## config.mk

```make
export PLATFORM = sky130hd
export DESIGN_NAME = adc_fmt_ctrl
export DESIGN_NICKNAME = d
export VERILOG_FILES = /design/src/logic/adc_fmt_pkg.sv /design/src/logic/adc_fmt_ctrl.sv /design/src/logic/result_buffer.sv
export VERILOG_INCLUDE_DIRS = /design/src /design/src/logic
export SDC_FILE = /design/constraint.sdc
export NUM_CORES = 1
export LEC_CHECK = 0
export ABC_AREA = 0
export BUFFER_PORTS_ARGS = -buffer_cell sky130_fd_sc_hd__buf_2
export CORE_UTILIZATION = 40
export DETAILED_ROUTE_END_ITERATION = 12
export PLACE_DENSITY = 0.57
export SYNTH_ARGS = -nofsm -noshare
export SYNTH_HDL_FRONTEND = slang
export SYNTH_HIERARCHICAL = 1
export SYNTH_SLANG_ARGS = --single-unit
```

## constraint.sdc

```tcl
create_clock -name aclk -period 5.2 [get_ports aclk]
set_input_delay 0.52 -clock aclk [delete_from_list [all_inputs] [get_ports aclk]]
set_output_delay 0.52 -clock aclk [all_outputs]
set_load 0.02 [all_outputs]
```

## src/logic/adc_fmt_consts.svh

```systemverilog
// register offsets, field positions, reset values and counts of the block
`ifndef ADC_FMT_CONSTS_SVH
`define ADC_FMT_CONSTS_SVH
`define ADDR_W 8
`define CTRL_OFF 8'h00
`define STAT_OFF 8'h04
`define CHSEL_OFF 8'h08
`define PINCFG_OFF 8'h0C
`define DIR_OFF 8'h10
`define PORT_OFF 8'h14
`define BUF_SEL 2'h1
`define CTRL_ON_BIT 0
`define CTRL_IDLE_BIT 1
`define CTRL_FMT_LSB 2
`define CTRL_START_BIT 4
`define STAT_BUSY_BIT 0
`define STAT_DONE_BIT 1
`define STAT_SKIP_BIT 2
`define STAT_HALT_BIT 3
`define CTRL_RST 4'h0
`define CHSEL_RST 8'h00
`define PINCFG_RST 16'h0000
`define DIR_RST 16'hFFFF
`define CONV_TAD 14
`define RESP_OKAY 2'h0
`define RESP_SLVERR 2'h2
`endif

```

## src/logic/adc_fmt_pkg.sv

```systemverilog
// types shared by the converter control block
package adc_fmt_pkg;
	typedef enum logic [1:0]
	{
		FMT_INT = 2'h0,
		FMT_SINT = 2'h1,
		FMT_FRAC = 2'h2,
		FMT_SFRAC = 2'h3
	} fmt_type;
	typedef struct packed
	{
		fmt_type fmt;
		logic idle_stop;
		logic on;
	} ctrl_type;
	typedef struct packed
	{
		logic [3:0] sel_b;
		logic [3:0] sel_a;
	} chsel_type;
	typedef enum {ST_IDLE, ST_CONV} conv_state_type;
endpackage

```

## src/logic/adc_fmt_ctrl.sv

```systemverilog
// converter control: idle/reset handling, result formats, pin read-back
`include "adc_fmt_consts.svh"

// Notes on behaviour
// - With idle stop clear the converter runs on in CPU idle; set, it halts.
// - Reset restores all control registers, turns the converter off, aborts.
// - Reset leaves the stored results untouched.
// - Result storage is undefined after power-on.
// - Results and buffer entries are exactly 12 bits wide.
// - A buffer read always yields a 16-bit value shaped by the format.
// - Integer zero-extends, signed integer sign-extends, fractional shifts up.
// - Bus writes to the buffer are always taken as right-justified integer.
// - Port read returns 0 for every analog-configured pin.
// - A pin configured digital is not converted.
// - An analog pin set as output converts its driven digital level.
// - The sequence timing ignores channel select and direction settings.
module adc_fmt_ctrl #(
	parameter int NPINS = 16,
	parameter int DEPTH = 16,
	parameter int CONV_CYCLES = `CONV_TAD
)
(
	input wire logic aclk, // system clock
	input wire logic aresetn, // synchronous reset
	input wire logic [7:0] awaddr, // write address
	input wire logic awvalid, // write address valid
	output logic awready, // write address ready
	input wire logic [31:0] wdata, // write data
	input wire logic [3:0] wstrb, // byte enables
	input wire logic wvalid, // write data valid
	output logic wready, // write data ready
	output logic [1:0] bresp, // write response
	output logic bvalid, // write response valid
	input wire logic bready, // write response ready
	input wire logic [7:0] araddr, // read address
	input wire logic arvalid, // read address valid
	output logic arready, // read address ready
	output logic [31:0] rdata, // read data
	output logic [1:0] rresp, // read response
	output logic rvalid, // read data valid
	input wire logic rready, // read data ready
	input wire logic cpu_idle, // cpu in idle mode
	input wire logic [NPINS-1:0] pin_in, // digital pin levels
	input wire logic [NPINS-1:0] pin_out, // port output latch levels
	input wire logic [11:0] ana_code, // converter code of selected pin
	output logic conv_active // sequence running
);
	localparam int IW = $clog2(DEPTH);
	localparam int CW = $clog2(CONV_CYCLES + 1);
	localparam logic [CW-1:0] CONV_LAST = CW'(CONV_CYCLES - 1);

	// ****************************************************************
	// helpers
	// ****************************************************************
	function automatic logic [31:0] merge(input logic [31:0] old,
		input logic [31:0] nw, input logic [3:0] st);
		logic [31:0] r;
		r = old;
		for (int i = 0; i < 4; i++)
			if (st[i])
				r[8*i +: 8] = nw[8*i +: 8];
		return r;
	endfunction

	function automatic logic [15:0] shape(input logic [11:0] v,
		input adc_fmt_pkg::fmt_type f);
		case (f)
			adc_fmt_pkg::FMT_INT: shape = {4'h0, v};
			adc_fmt_pkg::FMT_SINT: shape = {{4{v[11]}}, v};
			default: shape = {v, 4'h0};
		endcase
	endfunction

	// ****************************************************************
	// bus and registers
	// ****************************************************************
	logic awready_q, awready_d, wready_q, wready_d, arready_q, arready_d;
	logic aw_got_q, aw_got_d, w_got_q, w_got_d;
	logic bvalid_q, bvalid_d, rvalid_q, rvalid_d;
	logic [1:0] bresp_q, bresp_d, rresp_q, rresp_d;
	logic [7:0] waddr_q, waddr_d;
	logic [31:0] wdata_q, wdata_d, rdata_q, rdata_d, wm;
	logic [3:0] wstrb_q, wstrb_d;
	adc_fmt_pkg::ctrl_type ctrl_q, ctrl_d;
	adc_fmt_pkg::chsel_type chsel_q, chsel_d;
	logic [NPINS-1:0] pincfg_q, pincfg_d, dir_q, dir_d;
	logic start_q, start_d, done_clr, skip_clr, bus_we, commit;
	logic [11:0] buf_rd, buf_wr;
	logic [IW-1:0] buf_wa;
	logic done_q, skip_q, halted;
	adc_fmt_pkg::conv_state_type st_q;

	always_comb
	begin
		awready_d = 1'b0;
		wready_d = 1'b0;
		arready_d = 1'b0;
		aw_got_d = aw_got_q;
		w_got_d = w_got_q;
		waddr_d = waddr_q;
		wdata_d = wdata_q;
		wstrb_d = wstrb_q;
		bvalid_d = bvalid_q & ~bready;
		bresp_d = bresp_q;
		rvalid_d = rvalid_q & ~rready;
		rresp_d = rresp_q;
		rdata_d = rdata_q;
		ctrl_d = ctrl_q;
		chsel_d = chsel_q;
		pincfg_d = pincfg_q;
		dir_d = dir_q;
		start_d = 1'b0;
		done_clr = 1'b0;
		skip_clr = 1'b0;
		bus_we = 1'b0;
		wm = 32'h0;
		commit = aw_got_q & w_got_q & ~bvalid_q;
		if (awvalid & awready_q)
		begin
			aw_got_d = 1'b1;
			waddr_d = awaddr;
		end
		else if (awvalid & ~aw_got_q & ~awready_q)
			awready_d = 1'b1;
		if (wvalid & wready_q)
		begin
			w_got_d = 1'b1;
			wdata_d = wdata;
			wstrb_d = wstrb;
		end
		else if (wvalid & ~w_got_q & ~wready_q)
			wready_d = 1'b1;
		if (commit)
		begin
			aw_got_d = 1'b0;
			w_got_d = 1'b0;
			bvalid_d = 1'b1;
			bresp_d = `RESP_OKAY;
			if (waddr_q[7:6] == `BUF_SEL)
				bus_we = 1'b1;
			else
				case (waddr_q)
				`CTRL_OFF:
				begin
					wm = merge({27'h0, 1'b0, ctrl_q}, wdata_q, wstrb_q);
					ctrl_d = adc_fmt_pkg::ctrl_type'(wm[3:0]);
					start_d = wm[`CTRL_START_BIT];
				end
				`STAT_OFF:
				begin
					done_clr = wstrb_q[0] & wdata_q[`STAT_DONE_BIT];
					skip_clr = wstrb_q[0] & wdata_q[`STAT_SKIP_BIT];
				end
				`CHSEL_OFF:
					if (wstrb_q[0])
						chsel_d = wdata_q[7:0];
				`PINCFG_OFF:
				begin
					wm = merge(32'(pincfg_q), wdata_q, wstrb_q);
					pincfg_d = wm[NPINS-1:0];
				end
				`DIR_OFF:
				begin
					wm = merge(32'(dir_q), wdata_q, wstrb_q);
					dir_d = wm[NPINS-1:0];
				end
				default: bresp_d = `RESP_SLVERR;
				endcase
		end
		if (arvalid & arready_q)
		begin
			rvalid_d = 1'b1;
			rresp_d = `RESP_OKAY;
			rdata_d = 32'h0;
			if (araddr[7:6] == `BUF_SEL)
				rdata_d = {16'h0, shape(buf_rd, ctrl_q.fmt)};
			else
				case (araddr)
				`CTRL_OFF: rdata_d = {28'h0, ctrl_q};
				`STAT_OFF: rdata_d = {28'h0, halted, skip_q, done_q,
					st_q == adc_fmt_pkg::ST_CONV};
				`CHSEL_OFF: rdata_d = {24'h0, chsel_q};
				`PINCFG_OFF: rdata_d = 32'(pincfg_q);
				`DIR_OFF: rdata_d = 32'(dir_q);
				`PORT_OFF: rdata_d = 32'(pin_in & pincfg_q);
				default: rresp_d = `RESP_SLVERR;
				endcase
		end
		else if (arvalid & ~rvalid_q & ~arready_q)
			arready_d = 1'b1;
	end

	always_ff @(posedge aclk)
	begin
		if (!aresetn)
		begin
			awready_q <= 1'b0;
			wready_q <= 1'b0;
			arready_q <= 1'b0;
			aw_got_q <= 1'b0;
			w_got_q <= 1'b0;
			waddr_q <= 8'h00;
			wdata_q <= 32'h0;
			wstrb_q <= 4'h0;
			bvalid_q <= 1'b0;
			bresp_q <= `RESP_OKAY;
			rvalid_q <= 1'b0;
			rresp_q <= `RESP_OKAY;
			rdata_q <= 32'h0;
			ctrl_q <= `CTRL_RST;
			chsel_q <= `CHSEL_RST;
			pincfg_q <= `PINCFG_RST;
			dir_q <= `DIR_RST;
			start_q <= 1'b0;
		end
		else
		begin
			awready_q <= awready_d;
			wready_q <= wready_d;
			arready_q <= arready_d;
			aw_got_q <= aw_got_d;
			w_got_q <= w_got_d;
			waddr_q <= waddr_d;
			wdata_q <= wdata_d;
			wstrb_q <= wstrb_d;
			bvalid_q <= bvalid_d;
			bresp_q <= bresp_d;
			rvalid_q <= rvalid_d;
			rresp_q <= rresp_d;
			rdata_q <= rdata_d;
			ctrl_q <= ctrl_d;
			chsel_q <= chsel_d;
			pincfg_q <= pincfg_d;
			dir_q <= dir_d;
			start_q <= start_d;
		end
	end

	assign awready = awready_q;
	assign wready = wready_q;
	assign bvalid = bvalid_q;
	assign bresp = bresp_q;
	assign arready = arready_q;
	assign rvalid = rvalid_q;
	assign rresp = rresp_q;
	assign rdata = rdata_q;

	// ****************************************************************
	// conversion sequence
	// ****************************************************************
	adc_fmt_pkg::conv_state_type st_d;
	logic [CW-1:0] cnt_q, cnt_d;
	logic [IW-1:0] ptr_q, ptr_d;
	logic done_d, skip_d, conv_we, act_q, act_d, last;
	logic [3:0] ch;
	logic [11:0] conv_res;

	assign halted = cpu_idle & ctrl_q.idle_stop;
	assign ch = chsel_q.sel_a;
	assign last = cnt_q == CONV_LAST;

	always_comb
	begin
		st_d = st_q;
		cnt_d = cnt_q;
		ptr_d = ptr_q;
		conv_we = 1'b0;
		done_d = done_q & ~done_clr;
		skip_d = skip_q & ~skip_clr;
		// input source only; timing below never looks at ch or dir
		if (!dir_q[ch])
			conv_res = {12{pin_out[ch]}};
		else
			conv_res = ana_code;
		case (st_q)
		adc_fmt_pkg::ST_IDLE:
			if (start_q & ctrl_q.on)
			begin
				st_d = adc_fmt_pkg::ST_CONV;
				cnt_d = '0;
			end
		adc_fmt_pkg::ST_CONV:
			if (!ctrl_q.on)
				st_d = adc_fmt_pkg::ST_IDLE;
			else if (!halted)
			begin
				cnt_d = cnt_q + CW'(1);
				if (last)
				begin
					st_d = adc_fmt_pkg::ST_IDLE;
					if (pincfg_q[ch])
						skip_d = 1'b1;
					else
					begin
						conv_we = 1'b1;
						ptr_d = ptr_q + IW'(1);
					end
					done_d = 1'b1;
				end
			end
		default: st_d = adc_fmt_pkg::ST_IDLE;
		endcase
		act_d = st_d == adc_fmt_pkg::ST_CONV;
	end

	always_ff @(posedge aclk)
	begin
		if (!aresetn)
		begin
			st_q <= adc_fmt_pkg::ST_IDLE;
			cnt_q <= '0;
			ptr_q <= '0;
			done_q <= 1'b0;
			skip_q <= 1'b0;
			act_q <= 1'b0;
		end
		else
		begin
			st_q <= st_d;
			cnt_q <= cnt_d;
			ptr_q <= ptr_d;
			done_q <= done_d;
			skip_q <= skip_d;
			act_q <= act_d;
		end
	end

	assign conv_active = act_q;

	// conversion wins a collision; the bus write of that cycle is lost
	assign buf_wa = conv_we ? ptr_q : waddr_q[IW+1:2];
	assign buf_wr = conv_we ? conv_res : wdata_q[11:0];

	result_buffer #(.DEPTH(DEPTH), .W(12)) u_buf (
		.clk(aclk),
		.we(conv_we | bus_we),
		.waddr(buf_wa),
		.wdata(buf_wr),
		.raddr(araddr[IW+1:2]),
		.rdata(buf_rd)
	);

	// ****************************************************************
	// checks
	// ****************************************************************
	logic rd_buf_q, rd_port_q;
	adc_fmt_pkg::fmt_type rd_fmt_q;
	always_ff @(posedge aclk)
	begin
		rd_buf_q <= arvalid & arready_q & (araddr[7:6] == `BUF_SEL);
		rd_port_q <= arvalid & arready_q & (araddr == `PORT_OFF);
		rd_fmt_q <= ctrl_q.fmt;
	end
endmodule

```

## src/logic/result_buffer.sv

```systemverilog
// conversion result storage, one write and one asynchronous read port
module result_buffer #(
	parameter int DEPTH = 16,
	parameter int W = 12
)
(
	input wire logic clk, // system clock
	input wire logic we, // write strobe
	input wire logic [$clog2(DEPTH)-1:0] waddr, // write entry
	input wire logic [W-1:0] wdata, // right-justified result
	input wire logic [$clog2(DEPTH)-1:0] raddr, // read entry
	output logic [W-1:0] rdata // stored result
);
	// no reset on purpose: contents survive a reset, unknown at power-on
	logic [W-1:0] mem [DEPTH];

	always_ff @(posedge clk)
	begin
		if (we)
			mem[waddr] <= wdata;
	end

	assign rdata = mem[raddr];
endmodule

```

Word level (Yosys, flattened, before mapping)
Memory sizes are Yosys's and may differ from the RTL's.
Index checks and enable logic that the tools add are counted.
W data, S select, Z words.
{ "op_classes": {"addsub": 2, "magnitude_cmp": 1, "eq_ne": 19, "mux": 54, "bitwise": 39, "reduce_logical": 20} }
{ "op_table": {"columns": ["cell", "n"], "rows": [
  ["$mux W32", 4],
  ["$pmux W16 S6", 1],
  ["$eq A32 B2 Y1 const B", 2],
  ["$pmux W32 S2", 1],
  ["$eq A32 B1 Y1 const B", 1],
  ["$eq A8 B4 Y1 const B", 4],
  ["$logic_not A32 Y1", 1],
  ["$mux W1", 32],
  ["$pmux W16 S2", 1],
  ["$reduce_and A4 Y1", 7],
  ["$eq A8 B5 Y1 const B", 3],
  ["$mux W12", 2],
  ["$and A1 B1 Y1", 19],
  ["$not A1 Y1", 18],
  ["$and A16 B16 Y16", 1],
  ["$eq A8 B3 Y1 const B", 2],
  ["$logic_not A8 Y1", 2],
  ["$mux W16", 1],
  ["$mux W4", 4],
  ["$bmux W1 S4", 3],
  ["$reduce_or A5 Y1", 2],
  ["$add A4 B1 Y4 const B", 2],
  ["$mux W2", 4],
  ["$pmux W4 S2", 1],
  ["other kinds (10)", 17]
]} }
{ "word_totals": {"ff_bits": 157, "mem_bits_rw": 192, "input_bits": 104, "output_inout_bits": 42, "elab_cells": 165, "n_memories": 1} }
{ "memory_table": {"columns": ["memory", "words", "word_bits", "rd", "rd_clocked_by_memory_dff", "write_ports", "line", "rtl"], "rows": [
  ["u_buf.mem", 16, 12, 1, 0, 1, "result_buffer.sv:15", "logic [W-1:0] mem [DEPTH];"]
]} }

Logic depth before layout (Yosys ltp)
Gate-level depths: netlist of run 1.
{ "depth": {"depth_word": 11, "depth_mapped": 10, "mapped_depth_nobuf": 9} }

Hierarchy
The synthesis of run 1 kept the hierarchy.
{ "by_module_without_submodules": {"columns": ["module", "n_inst", "cells_per_inst", "area_per_inst_um2", "seq_area_each_um2"], "rows": [
  ["result_buffer", 1, 317, 7359.6, 5765.5],
  ["adc_fmt_ctrl", 1, 683, 6182.2, 2782.7]
]} }

Worst setup path before layout of run 1
No wires, ideal clock.
{ "synth_timing": {"path_kind": "register to register", "start": "reg chsel_q, in the netlist ch[1]", "end": "mem u_buf.mem[0][0], enable pin", "setup_ps": 396, "arrival_time_ps": 3663, "required_time_ps": 4804, "setup_slack_ps": 1140, "stages_incl_launch_ff": 9, "path_buffers": 2, "period_less_slack_ps": 4060, "cell_sequence": "dfxtp_1 -> clkbuf_1 -> mux4_2 -> mux4_2 -> or4_1 -> clkbuf_1 -> o21ai_0 -> or3b_1 -> nor3_1"} }
{ "synth_between": {"elab_chain_cells": 10, "elab_cells_between_ends": 11, "cone_classes": "10 x mux; 1 x bitwise"} }
{ "synth_rtl": {"columns": ["item", "line", "rtl"], "rows": [
  ["start: declaration", "adc_fmt_ctrl.sv:85", "adc_fmt_pkg::chsel_type chsel_q, chsel_d;"],
  ["start signal: assignment", "adc_fmt_ctrl.sv:211", "chsel_q <= `CHSEL_RST;"],
  ["start signal: assignment", "adc_fmt_ctrl.sv:232", "chsel_q <= chsel_d;"],
  ["$bmux W1 S4 (*)", "adc_fmt_ctrl.sv:291", "if (pincfg_q[ch])"],
  ["$mux W1 (not written as such) (*)", "adc_fmt_ctrl.sv:291", null],
  ["$mux W1 (*)", "adc_fmt_ctrl.sv:291", null],
  ["$mux W1 (*)", "adc_fmt_ctrl.sv:288", "if (last)"],
  ["$mux W1 (*)", "adc_fmt_ctrl.sv:285", "else if (!halted)"],
  ["$mux W1 (*)", "adc_fmt_ctrl.sv:283", "if (!ctrl_q.on)"],
  ["$mux W1 (*)", "adc_fmt_ctrl.sv:275", "case (st_q)"],
  ["$or A1 B1 Y1", "adc_fmt_ctrl.sv:336", ".we(conv_we | bus_we),"],
  ["$mux W1", "result_buffer.sv:19", "if (we)"],
  ["$mux W1 (not written as such)", "result_buffer.sv:20", "mem[waddr] <= wdata;"],
  ["end: declaration", "result_buffer.sv:15", null]
]} }
Mark *: on every way between the ends. The rest lies on a longest branch, timed or not. The select of a mux whose other input is x is not followed.

Worst setup path in the final report of run 1
{ "layout_timing": {"start": "reg chsel_q, in the netlist ch[0]", "end": "mem u_buf.mem[1][8], enable pin"} }
The elaborated chain is that of the path after synthesis.

==> results of run 1 <==
through the flow:
stage | worst slack, ns | instances | total power, mW | hold WS [ns]
after floorplan | 1.140 | 1048 | 3.023 | 0.4313
after global placement | 0.9417 | 1572 | 3.120 | 0.4372
after detailed placement | 0.9185 | 1572 | 3.123 | 0.4444
after CTS | 0.8775 | 1636 | 5.549 | 0.2274
after global routing | 0.7049 | 1637 | 5.674 | 0.2338
final | 0.8881 | 1637 | 5.493 | 0.2344
worst max-delay path: stages, from the launching register on:
cell and delay [ns]:
dfxtp_1 0.55, buf_4 0.29, mux4_2 0.53, mux4_2 0.58, or4_1 0.83, o21ai_0 0.30, or3b_1 0.49, nor2_1 0.15
buf_4 0.25
per-layer routing:
metal  GRT usage  vias up
li1            -     4063
met2      0.3197      253
met1      0.2630     4358
met3     0.03052       51
met5           0        -
met4     0.05246        0
layout make-up:
type                    instances  area, µm²
repair buffers                152      868.3
clock inverters                14      100.1
diodes                          1      2.502
multi-input cells             637       4763
well taps                     448      560.5
clock buffers                  50       1028
flip-flops and latches        331       8548
inverters                       4      15.01
fillers                      3008      17560
report_power, final:
part | switching [mW] | internal (mW)
Combinational | 0.164 | 0.0988
Sequential | 0.0204 | 2.78
Clock | 0.994 | 1.43
Total | 1.18 | 4.31
kinds of logic after synthesis:
| kind of cell | count (synthesis) | synth area share |
|---|---|---|
| AOI/OAI and AO/OA | 161 | 0.08011 |
| muxes | 117 | 0.1470 |
| xor gates and xnor gates | 1 | 0.0006469 |
| DFF | 331 | 0.6312 |
| other | 1 | 0.0002769 |
| adders and majority gates | 3 | 0.002772 |
| and+or+nand+nor | 306 | 0.1062 |
| buffers and inverters | 80 | 0.03178 |
cell usage in the layout, fill, tap and decap left out, types with 6 or more instances in the layout:
| cell type | n |
|---|---|
| edfxtp_1 | 192 |
| dfxtp_1 | 139 |
| nand2_1 | 123 |
| buf_2 | 109 |
| nor2_1 | 72 |
| mux2i_1 | 56 |
| a21oi_1 | 54 |
| conb_1 | 49 |
| mux4_2 | 46 |
| buf_4 | 43 |
| clkbuf_16 | 38 |
| a22oi_1 | 29 |
| nand3_1 | 28 |
| o21ai_0 | 23 |
| mux4_1 | 15 |
| a21boi_0 | 13 |
| o221a_2 | 13 |
| nand2b_1 | 12 |
| nand4_1 | 9 |
| nor4_1 | 8 |
| nor3_1 | 7 |
| nand3b_1 | 7 |
| clkbuf_1 | 7 |
| clkinv_2 | 7 |
| nor2b_1 | 6 |
| o211ai_1 | 6 |
| a221o_1 | 6 |
worst min-delay path by stage:
stage / slack (ns) / endpoint / cells past startpoint
5_1_grt: 0.23 / wready$_SDFF_PP0_ / 3
2_1_floorplan: 0.43 / waddr_q[1]$_SDFFE_PN0P_ / 2
6_report: 0.23 / wdata_q[4]$_SDFFE_PN0P_ / 3
4_1_cts: 0.23 / wready$_SDFF_PP0_ / 3
3_5_place_dp: 0.44 / arready$_SDFF_PP0_ / 1
3_3_place_gp: 0.44 / arready$_SDFF_PP0_ / 1
registers in the layout, summed over array words and instances (netlist names), 8 cells and up:
name	count
u_buf/mem	192
st_q	32
dir_q	16
pincfg_q	16
rdata	16
wdata_q	16
waddr_q	8
==> results.json, run 1 <==
{
  "synth_ff_type": "edfxtp_1",
  "wl_met2_um": 15410,
  "drtPass1Iterations": 5,
  "die-area_um2": 34590,
  "drt-vias-per-instance": 5.330,
  "grt_pass1_vias": 8444,
  "drive_above_1_share": 0.2315,
  "portBuffers": 109,
  "syn_area_um2": 13540,
  "area_delta_synth_final_pct": 17.32,
  "core-area_um2": 33450,
  "critPathMaxFanout": 12,
  "vias": 8725,
  "finalSetupViolCount": 0,
  "max-cap-violations": 0,
  "grt_antenna_before_repair": 1,
  "cp-end-kind": "flip-flop",
  "yosysMostFrequentCell": "edfxtp_1",
  "row_count": 67,
  "hold_buffers": 0,
  "rsz0062_at_grt": "false",
  "drt-met1-wl_um": 15140,
  "leakagePower_nw": 5.425,
  "path_class": "flip-flop to flip-flop",
  "grt_overflow": 0,
  "ys_top_cells_by_area": "edfxtp_1, dfxtp_1, mux4_2",
  "final_antenna_net_count": 0,
  "skew_ns": 0.02930,
  "start_kind": "flip-flop",
  "drc": 0,
  "yosysTopAreaCell": "edfxtp_1",
  "synth_seq_cells": 331,
  "insertion_delay_ns": 0.53,
  "die_x_um": 186.0,
  "grt_start_max_net_pins": 44,
  "period_needed_ns": 4.312,
  "synthTopCellsByCount": "edfxtp_1, dfxtp_1, nand2_1",
  "synth.yosys.warnings": 6,
  "post_cts_buffers": 0,
  "wl_met3_um": 1667,
  "r2r-start": "ch[0]$_SDFFE_PN0P_",
  "gp_congestion": 0.8724,
  "hold_violations": 0,
  "arrival_ns": 4.51,
  "netlist_instances": 1000,
  "cts_inserted_buffers": 36,
  "place_hpwl_um": 22760,
  "yosys.area.top_type_share": 0.4258,
  "final_nets": 1269,
  "slew_violations": 0,
  "stdcell_area_um2": 15890,
  "die_y_um": 186.0,
  "grt_pass1_wl_um": 49860,
  "vdd_drop_max_uv": 226.5,
  "yosysSeqAreaShare": 0.6312,
  "tns_ns": 0,
  "crit_end": "u_buf/mem[1][8]$_DFFE_PP_",
  "wl_per_cell_um": 20.11,
  "max_slew_margin": 0.2370,
  "clk_pin_slew_ns": 0.06,
  "r2r_slack_ns": 0.89,
  "clock_sinks": 331,
  "tightest_slew_ns": 1.145,
  "start_util": 0.4049,
  "htreeDepth": 2,
  "critical_path_required_ns": 5.39,
  "outcome": "finished clean",
  "period_share": 0.8292,
  "power_per_cell_area_nw_per_um2": 345.8,
  "dr.max_layer_used": "met4",
  "synth.distinct_cells": 50,
  "reg2regPathDepth": 8,
  "ctsResizeCount": 0,
  "synth_edf_count": 192,
  "max_freq_ghz": 0.2319,
  "placed_area_um2": 14760,
  "hold_path.class": "primary input to flip-flop",
  "syn_avg_cell_area_um2": 13.54,
  "cts_buffer_depth": 3,
  "clockRootBuffer": "clkbuf_16",
  "cts_tree": "yes",
  "drt-total-wl_um": 32920,
  "hp-start": "wdata[4]",
  "worstReg2RegEnd": "u_buf/mem[1][8]$_DFFE_PP_",
  "async_flop_share": 0,
  "ios": 146,
  "gr-usage-all-layers": 0.1931,
  "drtIter0Drc": 744,
  "postLayoutCoreUtil": 0.4750,
  "crit_start": "ch[0]$_SDFFE_PN0P_"
}
Power figures use the tool's default switching activity.
==> run 2, diff against run 1 <==
Clock period 5.2 ns to 4.2 ns, I/O delays scaled along.
==> results.json, run 2 (synthesized netlist as in run 1, its figures left out) <==
{
  "setup_ws_ns": 0.2907,
  "hold_violations": 0,
  "tightest_slew_ns": 1.202,
  "gp_congestion": 0.8701,
  "rsz0062_at_grt": "false",
  "grt_pass1_wl_um": 49910,
  "ios": 146,
  "grt_antenna_before_repair": 0,
  "num-fill-cells": 2958,
  "crit_path_top_delay_cell": "or4_1",
  "clock_sinks": 331,
  "insertion_delay_ns": 0.53,
  "path_class": "flip-flop to flip-flop",
  "post_cts_buffers": 0,
  "die_x_um": 186.0,
  "place_hpwl_um": 23010,
  "cts_inserted_buffers": 37,
  "cts_buffer_depth": 3,
  "p_int_mw": 5.469,
  "row_count": 67,
  "core-area_um2": 33450,
  "combPwrFrac": 0.047,
  "min_path_cells": 3,
  "cpPeakStageDelay_ns": 0.77,
  "final_antenna_net_count": 0,
  "leakagePower_nw": 5.514,
  "grt_overflow": 0,
  "power_frac_seq": 0.497,
  "grt_start_max_net_pins": 52,
  "portBuffers": 109,
  "outcome": "finished clean",
  "critical_path_required_ns": 4.41,
  "power_per_cell_area_nw_per_um2": 435.6,
  "grt_pass1_vias": 8454,
  "dp_slack_ns": 0.2693,
  "ctsResizeCount": 0,
  "start_kind": "flip-flop",
  "clk_pin_slew_ns": 0.06,
  "drt-vias-per-instance": 5.259,
  "clockPowerShare": 0.456,
  "reg2regPathDepth": 8,
  "cp.buffers_inverters": 1,
  "area_delta_synth_final_pct": 18.57,
  "period_needed_ns": 3.909,
  "antennaDiodeCount": 0,
  "stdcell_area_um2": 16060,
  "die_y_um": 186.0,
  "vdd_drop_max_uv": 296.8,
  "slew_violations": 0,
  "clockRootBuffer": "clkbuf_16",
  "finalPower_mw": 6.994,
  "crit_cells": 8,
  "start_util": 0.4049,
  "htreeDepth": 2,
  "die-area_um2": 34590,
  "final_common_cell": "edfxtp_1",
  "drt-total-wl_um": 33020,
  "drive_above_1_share": 0.2404,
  "drc": 0,
  "reg.largest.list": "u_buf/mem: 192 flops, st_q: 32 flops",
  "hold_path.class": "primary input to flip-flop",
  "hold_buffers": 0,
  "p_switching_mw": 1.525,
  "power_switching_share": 0.2180,
  "critPathMaxFanout": 12,
  "crit_chain": "mux4_2 > mux4_2 > or4_1 > nand2_1 > nand2_1 > or3b_1 > nor3_2 > buf_4",
  "max_slew_margin": 0.1936,
  "cp-end-kind": "flip-flop",
  "max_freq_ghz": 0.2558,
  "gr-usage-all-layers": 0.1943,
  "final_nets": 1282,
  "period_share": 0.9308,
  "max-cap-violations": 0,
  "wl_per_cell_um": 20.01,
  "finalSetupViolCount": 0,
  "cts_tree": "yes",
  "drtIter0Drc": 674,
  "drtPass1Iterations": 5,
  "tns_ns": 0,
  "arrival_ns": 4.12,
  "vias": 8677,
  "layout_common_cells": "edfxtp_1, dfxtp_1, nand2_1, buf_2, nor2_1",
  "crit_family": "simple AND/OR/NAND/NOR gates",
  "placed_area_um2": 14850,
  "largest_reg_flops": 192,
  "skew_ns": 0.02437,
  "largest_register": "u_buf/mem"
}
[run 2: worst reg2reg max path: stages (launching register included)]
cell	delay (ns)
dfxtp_1	0.52
mux4_2	0.58
mux4_2	0.59
or4_1	0.77
nand2_1	0.17
nand2_1	0.11
or3b_1	0.47
nor3_2	0.14
buf_4	0.25
[run 2: final timing paths]
kind                                               from                   endpoint  slack, ns
worst max-delay path                 ch[0]$_SDFFE_PN0P_  u_buf/mem[0][1]$_DFFE_PP_       0.29
worst max register to register       ch[0]$_SDFFE_PN0P_  u_buf/mem[0][1]$_DFFE_PP_       0.29
worst min-delay path                           wdata[3]    wdata_q[3]$_SDFFE_PN0P_       0.13
worst min register to register  waddr_q[1]$_SDFFE_PN0P_    waddr_q[1]$_SDFFE_PN0P_       0.45
[run 2: cell type report]
cell class	count	area, µm²	share of cell area
Sequential cell	331	8548	0.5324
Tap cell	448	560.5	0.03491
Clock buffer	51	1052	0.06553
Multi-Input combinational cell	637	4763	0.2967
Clock inverter	15	158.9	0.009896
Timing Repair Buffer	164	958.4	0.05969
Inverter	4	15.01	0.0009351
[run 2: per-layer routing]
metal,global-route usage,routed length [µm]
met1,0.2593,14970
met2,0.3269,15680
met3,0.03131,1686
met4,0.05377,685
met5,0,0
[run 2: power by group through the flow]
stage	clock network [mW]	logic [mW]	registers (mW)
after CTS	3.26	0.333	3.47
after global placement	0	0.328	3.54
after global routing	3.37	0.364	3.48
after floorplan	0	0.200	3.54
after detailed placement	0	0.332	3.54
final	3.19	0.331	3.47
[run 2: stage by stage]
step                hold slack (ns)  instances  utilization
floorplan                    0.4313       1048            -
global placement             0.4374       1584       0.4438
detailed placement           0.4514       1584       0.4438
CTS                          0.1140       1650       0.4800
global route                 0.1309       1650       0.4800
finish                       0.1275       1650       0.4800
